File: config.mk
export PLATFORM = sky130hd
export DESIGN_NAME = interrupt_pending_capture
export DESIGN_NICKNAME = d
export VERILOG_FILES = /design/src/pending_pkg.sv /design/src/interrupt_pending_capture.sv
export SDC_FILE = /design/constraint.sdc
export NUM_CORES = 2
export LEC_CHECK = 0
export ABC_AREA = 1
export BUFFER_PORTS_ARGS = -buffer_cell sky130_fd_sc_hd__buf_4
export CAP_MARGIN = 20
export CORE_MARGIN = 1
export CORE_UTILIZATION = 45
export CTS_CLUSTER_SIZE = 40
export DETAILED_ROUTE_END_ITERATION = 6
export PLACE_DENSITY_LB_ADDON = 0.12
export SETUP_SLACK_MARGIN = 0.05
export SYNTH_ARGS = -nofsm -noshare
export SYNTH_HDL_FRONTEND = slang
export SYNTH_SLANG_ARGS = --single-unit
File: constraint.sdc
create_clock -name ref_clk -period 69 [get_ports ref_clk]
set_input_delay 0 -clock ref_clk [delete_from_list [all_inputs] [get_ports ref_clk]]
set_output_delay 0 -clock ref_clk [all_outputs]
set_load 0.01 [all_outputs]
File: src/pending_pkg.sv
package pending_pkg;

  // ----------------------------------------------------------------
  // Geometry
  // ----------------------------------------------------------------
  localparam int NUM_CTRL = 2;
  localparam int NUM_SRC = 63;
  localparam int MAP_W = 64;
  localparam int WORD_W = 32;
  localparam int SRC_W = 6;
  localparam int LEVEL_W = 3;
  localparam int PRIO_W = 3;
  localparam int CFG_W = LEVEL_W + PRIO_W;
  localparam int NUM_LEVELS = 7;
  localparam int SLOTS_PER_LEVEL = 9;
  localparam int NUM_PROG = 56;
  localparam int FIXED_FIRST = 1;
  localparam int FIXED_LAST = 7;
  localparam logic [PRIO_W-1:0] FIXED_PRIO = 3'h3;
  localparam int KEY_W = LEVEL_W + PRIO_W + 1;
  localparam int VEC_W = 8;
  localparam logic [MAP_W-1:0] SRC_MAP_VALID = 64'hFFFF_FFFF_FFFF_FFFE;

  // ----------------------------------------------------------------
  // Register map
  // ----------------------------------------------------------------
  localparam int ADDR_W = 11;
  localparam logic [1:0] SEL_GLOBAL = 2'h2;
  localparam logic [7:0] OFF_PEND_HI = 8'h00;
  localparam logic [7:0] OFF_PEND_LO = 8'h04;
  localparam logic [7:0] OFF_MASK_HI = 8'h08;
  localparam logic [7:0] OFF_MASK_LO = 8'h0C;
  localparam logic [7:0] OFF_REQ_STAT = 8'h10;
  localparam logic [7:0] OFF_EVT_STAT = 8'h00;
  localparam logic [7:0] OFF_EVT_MASK = 8'h04;
  localparam int CFG_AREA_BIT = 8;
  localparam int MASK_ALL_BIT = 0;

  // ----------------------------------------------------------------
  // Reset values
  // ----------------------------------------------------------------
  localparam logic [MAP_W-1:0] MASK_RESET = 64'hFFFF_FFFF_FFFF_FFFF;
  localparam logic [CFG_W-1:0] CFG_RESET = 6'h00;
  localparam logic [NUM_CTRL-1:0] EVT_MASK_RESET = 2'h3;

endpackage

`timescale 1ns/1ps

module level_arbiter (
  // Qualified requests and per-source level and priority
  input wire logic [pending_pkg::MAP_W-1:0] req,
  input wire logic [pending_pkg::MAP_W-1:0][pending_pkg::CFG_W-1:0] cfg,
  // Winner
  output logic found,
  output logic [pending_pkg::LEVEL_W-1:0] level,
  output logic [pending_pkg::SRC_W-1:0] source
);
  import pending_pkg::*;

  logic [KEY_W-1:0] best_key;
  logic [KEY_W-1:0] key;
  logic [LEVEL_W-1:0] lvl;

  // Fixed sources sit between priority 3 and 4 of their level, giving nine slots
  always_comb begin
    best_key = '0;
    key = '0;
    lvl = '0;
    found = 1'b0;
    level = '0;
    source = '0;
    for (int i = 1; i < MAP_W; i++) begin
      if (i >= FIXED_FIRST && i <= FIXED_LAST) begin
        lvl = LEVEL_W'(i);
        key = {lvl, FIXED_PRIO, 1'b1};
      end else begin
        lvl = cfg[i][CFG_W-1:PRIO_W];
        key = {cfg[i], 1'b0};
      end
      // Level 0 never reaches the core; on a tie the higher index wins
      if (req[i] && lvl != '0 && (!found || key >= best_key)) begin
        found = 1'b1;
        best_key = key;
        level = lvl;
        source = SRC_W'(i);
      end
    end
  end

endmodule

File: src/interrupt_pending_capture.sv
// Behaviour
// - Two independent controllers, each with up to 63 request inputs.
// - Seven request levels per controller, nine source slots per level.
// - Every source of a controller gets its own distinct vector number.
// - 56 sources take software level 1-7 and priority; seven have fixed levels.
// - Each enabled clock, the 32 upper request lines are sampled into the high pending word.
// - Each enabled clock, lower request lines are sampled into low pending word bits 31-1.
// - Pending bits follow request lines even while masked.
// - The matching mask bit decides whether a pending source may request.
// - Pending bit 1 means request outstanding, 0 means none.
// - Mask bit 1 disables, 0 enables; reset sets every mask bit.
// - Writing mask bit 0 as one sets all 63 other mask bits.
`timescale 1ns/1ps

module interrupt_pending_capture #(
  parameter logic [pending_pkg::VEC_W-1:0] VECTOR_BASE_0 = 8'h40,
  parameter logic [pending_pkg::VEC_W-1:0] VECTOR_BASE_1 = 8'h80
) (
  // Clock, reset, enable
  input wire logic ref_clk,
  input wire logic reset,
  input wire logic clk_en,
  // Register port
  input wire logic [pending_pkg::ADDR_W-1:0] reg_addr,
  input wire logic [pending_pkg::WORD_W-1:0] reg_wdata,
  input wire logic reg_wr,
  input wire logic reg_rd,
  output logic [pending_pkg::WORD_W-1:0] reg_rdata,
  // Source request lines, one map per controller
  input wire logic [pending_pkg::NUM_CTRL-1:0][pending_pkg::MAP_W-1:0] src_req,
  // Requests to the core
  output logic [pending_pkg::NUM_CTRL-1:0] core_req,
  output logic [pending_pkg::NUM_CTRL-1:0][pending_pkg::LEVEL_W-1:0] core_level,
  output logic [pending_pkg::NUM_CTRL-1:0][pending_pkg::VEC_W-1:0] core_vector,
  // Event interrupt
  output logic irq
);
  import pending_pkg::*;

  // ----------------------------------------------------------------
  // Parameter checks
  // ----------------------------------------------------------------
  if (int'(VECTOR_BASE_0) + MAP_W > 256 || int'(VECTOR_BASE_1) + MAP_W > 256) begin : g_vec_chk
    $error("vector base leaves no room for all sources");
  end
  if (NUM_PROG + (FIXED_LAST - FIXED_FIRST + 1) != NUM_SRC) begin : g_src_chk
    $error("programmable and fixed sources do not add up");
  end
  if (NUM_LEVELS * SLOTS_PER_LEVEL != NUM_SRC) begin : g_slot_chk
    $error("levels and slots do not cover the sources");
  end

  // ----------------------------------------------------------------
  // State
  // ----------------------------------------------------------------
  typedef struct packed {
    logic [NUM_CTRL-1:0][MAP_W-1:0] pending;
    logic [NUM_CTRL-1:0][MAP_W-1:0] mask;
    logic [NUM_CTRL-1:0][MAP_W-1:0][CFG_W-1:0] cfg;
    logic [NUM_CTRL-1:0] req;
    logic [NUM_CTRL-1:0][LEVEL_W-1:0] level;
    logic [NUM_CTRL-1:0][VEC_W-1:0] vector;
    logic [NUM_CTRL-1:0][SRC_W-1:0] source;
    logic [NUM_CTRL-1:0] evt_status;
    logic [NUM_CTRL-1:0] evt_mask;
    logic [WORD_W-1:0] rdata;
  } state_t;

  state_t q;
  state_t d;

  // ----------------------------------------------------------------
  // Arbitration per controller
  // ----------------------------------------------------------------
  logic [NUM_CTRL-1:0] arb_found;
  logic [NUM_CTRL-1:0][LEVEL_W-1:0] arb_level;
  logic [NUM_CTRL-1:0][SRC_W-1:0] arb_source;
  logic [NUM_CTRL-1:0][VEC_W-1:0] vec_base;

  assign vec_base[0] = VECTOR_BASE_0;
  assign vec_base[1] = VECTOR_BASE_1;

  for (genvar c = 0; c < NUM_CTRL; c++) begin : g_ctrl
    // Masking gates only the request, never the captured pending bit
    level_arbiter u_arb (
      .req(q.pending[c] & ~q.mask[c]),
      .cfg(q.cfg[c]),
      .found(arb_found[c]),
      .level(arb_level[c]),
      .source(arb_source[c])
    );
  end

  // ----------------------------------------------------------------
  // Address decode
  // ----------------------------------------------------------------
  logic [1:0] sel;
  logic [7:0] off;
  logic cfg_area;
  logic [SRC_W-1:0] idx;
  logic is_global;

  assign sel = reg_addr[ADDR_W-1:CFG_AREA_BIT+1];
  assign off = reg_addr[7:0];
  assign cfg_area = reg_addr[CFG_AREA_BIT];
  assign idx = reg_addr[7:2];
  assign is_global = (sel == SEL_GLOBAL) && !cfg_area;

  // ----------------------------------------------------------------
  // Next state
  // ----------------------------------------------------------------
  logic ctrl_hit;
  logic [NUM_CTRL-1:0] evt_set;
  logic [NUM_CTRL-1:0] evt_clr;
  logic [CFG_W-1:0] cfg_rd;

  always_comb begin
    d = q;
    ctrl_hit = 1'b0;
    evt_set = '0;
    evt_clr = '0;
    cfg_rd = '0;
    if (clk_en) begin
      // Capture every enabled clock; bit 0 maps no source and stays clear
      for (int c = 0; c < NUM_CTRL; c++) begin
        d.pending[c][MAP_W-1:WORD_W] = src_req[c][MAP_W-1:WORD_W];
        d.pending[c][WORD_W-1:0] = src_req[c][WORD_W-1:0] & SRC_MAP_VALID[WORD_W-1:0];
      end

      // Register the winner; each source owns base plus index as vector
      for (int c = 0; c < NUM_CTRL; c++) begin
        d.req[c] = arb_found[c];
        d.level[c] = arb_level[c];
        d.source[c] = arb_source[c];
        d.vector[c] = vec_base[c] + {2'b00, arb_source[c]};
      end

      // Writes to controller registers; pending words ignore writes
      for (int c = 0; c < NUM_CTRL; c++) begin
        if (reg_wr && sel == 2'(c)) begin
          if (cfg_area) begin
            // Fixed-level sources and the empty slot 0 have no setting
            if (idx > SRC_W'(FIXED_LAST)) begin
              d.cfg[c][idx] = reg_wdata[CFG_W-1:0];
            end
          end else if (off == OFF_MASK_HI) begin
            d.mask[c][MAP_W-1:WORD_W] = reg_wdata;
          end else if (off == OFF_MASK_LO) begin
            if (reg_wdata[MASK_ALL_BIT]) begin
              d.mask[c] = MASK_RESET;
            end else begin
              d.mask[c][WORD_W-1:0] = reg_wdata;
            end
          end
          // OFF_PEND_HI and OFF_PEND_LO fall through untouched
        end
      end

      // Event flags: a new core request per controller; set beats clear
      if (reg_wr && is_global && off == OFF_EVT_STAT) begin
        evt_clr = reg_wdata[NUM_CTRL-1:0];
      end
      evt_set = arb_found & ~q.req;
      d.evt_status = (q.evt_status & ~evt_clr) | evt_set;
      if (reg_wr && is_global && off == OFF_EVT_MASK) begin
        d.evt_mask = reg_wdata[NUM_CTRL-1:0];
      end

      // Read data stands until the next enabled clock after the strobe
      d.rdata = '0;
      if (reg_rd) begin
        for (int c = 0; c < NUM_CTRL; c++) begin
          if (sel == 2'(c)) begin
            ctrl_hit = 1'b1;
            if (cfg_area) begin
              if (idx >= SRC_W'(FIXED_FIRST) && idx <= SRC_W'(FIXED_LAST)) begin
                cfg_rd = {idx[LEVEL_W-1:0], FIXED_PRIO};
              end else begin
                cfg_rd = q.cfg[c][idx];
              end
              d.rdata = {{(WORD_W-CFG_W){1'b0}}, cfg_rd};
            end else begin
              unique case (off)
                OFF_PEND_HI: d.rdata = q.pending[c][MAP_W-1:WORD_W];
                OFF_PEND_LO: d.rdata = q.pending[c][WORD_W-1:0];
                OFF_MASK_HI: d.rdata = q.mask[c][MAP_W-1:WORD_W];
                OFF_MASK_LO: d.rdata = q.mask[c][WORD_W-1:0];
                OFF_REQ_STAT: begin
                  d.rdata = {{(WORD_W-1-LEVEL_W-SRC_W){1'b0}},
                             q.req[c], q.level[c], q.source[c]};
                end
                default: d.rdata = '0;
              endcase
            end
          end
        end
        if (!ctrl_hit && is_global) begin
          unique case (off)
            OFF_EVT_STAT: d.rdata = {{(WORD_W-NUM_CTRL){1'b0}}, q.evt_status};
            OFF_EVT_MASK: d.rdata = {{(WORD_W-NUM_CTRL){1'b0}}, q.evt_mask};
            default: d.rdata = '0;
          endcase
        end
      end
    end
  end

  // ----------------------------------------------------------------
  // Registers
  // ----------------------------------------------------------------
  always_ff @(posedge ref_clk) begin
    if (reset) begin
      q.pending <= '0;
      q.mask <= {NUM_CTRL{MASK_RESET}};
      q.cfg <= {(NUM_CTRL*MAP_W){CFG_RESET}};
      q.req <= '0;
      q.level <= '0;
      q.vector <= '0;
      q.source <= '0;
      q.evt_status <= '0;
      q.evt_mask <= EVT_MASK_RESET;
      q.rdata <= '0;
    end else begin
      q <= d;
    end
  end

  // ----------------------------------------------------------------
  // Outputs
  // ----------------------------------------------------------------
  assign reg_rdata = q.rdata;
  assign core_req = q.req;
  assign core_level = q.level;
  assign core_vector = q.vector;
  // Mask bit 1 disables the event, like the source masks
  assign irq = |(q.evt_status & ~q.evt_mask);

endmodule

==> flow_summary.toml <==
[cells_and_area]
final_cell_mix = "2,053 x nand2_1, 1,126 x o21ai_0, 1,107 x inv_1"
layout_commonest_cell = "nand2_1"
fin_util = 0.5357
drive_gt1_frac = 0.1678
nets = 12540
synthToLayoutAreaGrowth_pct = 18.09
final_cells = 14210

[clock_tree]
clockBufferDepth = 3
cts_root_buf = "clkbuf_16"
h-tree-depth = 4
cts.reportedPaths.clkPinSlew_ns = 0.06
clk_latency_ns = 0.82
cts_tree = "done"
cts_sinks = 1079
cts_buffers = 136

[logic_synthesis]
synth_simple_gate_area_frac = 0.2844
synth.distinct_cells = 72
synth_xor_area_frac = 0
synthMuxAreaShare = 0
synth_edf_count = 0
syn_avg_cell_area_um2 = 6.695
synthCells = 11340
synth_top_family_by_area = "simple AND/OR/NAND/NOR gates"
synth_warnings = 0
ys.flop_type = "dfxtp_1"
synth_adder_area_share = 0.07941
async_flop_share = 0
synthesis.area_um2 = 75950
synth_compound_area_frac = 0.2471
ys_ff_latch = 1079
yosysSeqAreaShare = 0.2844

[run_status]
violations = "DRC"
status = "finished, violations left"

[timing]
rsz0062_at_grt = "yes"
maxSlewViolCount = 0
fmax_mhz = 15.59
fin_crit_sh = 0.9294
max_slew_margin = 0.03838
tns_ns = 0
setup_viol = 0
finClkSkew_ns = 0.02849
hold_violations = 0
finalCriticalPeriod_ns = 64.13
worstMarginPinSlew_ns = 1.424

[pwr]
leakagePower_nw = 42.61
power.density_nw_per_um2 = 17.19
peakVddDrop_mv = 0.02769

[detailed_routing]
route.detailed.wl_per_inst_um = 26.37
drc = 9
first_iter_violations = 10690
wl_um = 374700
vias = 85840
dr.pass1.iters = 7
vias_per_cell = 6.040
ant_nets = 0

[die]
io_pins = 233
initial_utilization = 0.4536
die_h_um = 412.8
core_area_um2 = 167400
die_x_um = 412.8
rows = 150
die-area_um2 = 170400

[global_routing]
grt_max_degree = 226
grt_pass1_vias = 76610
grt_use_total = 0.4214
grt_antenna_before_repair = 43
overflow = 0
grt_pass1_wl_um = 525300

[placed_design]
hpwlAfterDp_um = 273800
gp_congestion = 1.032
place_inst = 13600
port_buffers = 228

[flow_run]
maxCapViolCount = 0

[worst_setup_path]
end_kind = "register"
crit_top_cell = "nand2_1"
max_stage_delay_ns = 0.35
start_kind = "register"
cp_data_required_time_ns = 69.68
cpMaxStageDelayCell = "dfxtp_1"
path_class = "register to register"
worst_ep_arrival_time_ns = 64.81
crit_fanout = 18

[hold_path]
hold_path.class = "primary input to register"
timing repair:
item                                    4_1_cts  5_1_grt
gates resized for setup                       0      515
buffers inserted                              0       67
endpoints found under the hold margin       442        0
endpoints found under the setup margin        0       22
hold buffers                                282        0
per-layer routing:
layer	wire length [um]	track usage	vias up
li1	-	-	39780
met1	153600	0.5578	40470
met2	153300	0.6107	4601
met3	42490	0.1084	971
met4	25250	0.2540	24
met5	170	0	-
flip-flops by register name, indices dropped and copies added, names as in the netlist:
signal       cells
q             1036
reg_rdata       32
core_level       6
core_vector      3
core_req         2
Yosys cell counts (53+ instances only):
cell type | n | area [um2]
o22ai_1 | 316 | 1977
a21oi_2 | 82 | 718.2
dfxtp_1 | 1079 | 21600
nor2_1 | 781 | 2932
ha_1 | 482 | 6031
o211ai_1 | 106 | 795.8
clkbuf_1 | 369 | 1385
nand2_1 | 2072 | 7777
nand3_1 | 784 | 3924
nor3_1 | 167 | 835.8
a21oi_1 | 1066 | 5335
buf_4 | 72 | 540.5
inv_1 | 1119 | 4200
nand2_2 | 493 | 3084
o21ai_1 | 53 | 265.3
nand2_4 | 103 | 1160
clkbuf_8 | 66 | 908.4
o21ai_0 | 1378 | 6897
nand4_1 | 110 | 688.2
nor2_2 | 143 | 894.6
a221oi_1 | 77 | 674.4
area by class of cell:
class,count,area [um2]
Fill cell,16600,77720
Multi-Input combinational cell,8502,47880
Sequential cell,1079,21610
Timing Repair Buffer,1000,8335
Inverter,1165,4420
Clock buffer,194,4029
Tap cell,2204,2758
Clock inverter,46,603.1
Antenna cell,21,52.55
per-stage QoR:
stage | total power [W] | hold slack [ns] | setup WS, ns | cell area [um2]
finish | 0.001542 | 0.03521 | 4.870 | 89690
global route | 0.001568 | 0.03508 | -0.3567 | 89640
CTS | 0.001537 | 0.001668 | 0.2042 | 87750
detailed placement | 0.0007682 | 0.2339 | 0.5462 | 80300
global placement | 0.0007676 | 0.2284 | 1.304 | 80290
floorplan | 0.0006968 | 0.1349 | 7.346 | 75950
path summary, 6_finish.rpt:
check / start / to / slack, ns / depth (start not counted)
setup / recovery: q[1033] / core_level[3] / 4.87 / 461
hold / removal: src_req[12] / q[980] / 0.04 / 4
hold reg to reg: q[473] / q[473] / 0.42 / 2
setup reg to reg: q[1033] / core_level[3] / 4.87 / 461
report_power, final:
part	internal [W]	switching, W
clock network	0.000451	0.000314
registers	0.000629	0.00000548
logic	0.0000366	0.000106
total	0.00112	0.000425
worst max-delay path: cells and delay by family (launching register included):
family	cells	cell delay, ns
buffers and inverters	12	1.36
adders and majority gates	56	17.23
DFF	1	0.35
AOI/OAI and AO/OA	99	14.75
and+or+nand+nor	294	30.11
cells by family after synthesis:
logic type | after synthesis
buf+inv | 1764
simple gates | 4685
fa+ha+maj | 482
compound gates | 3332
flops | 1079
other cells | 1
Power figures use the tool's default switching activity.
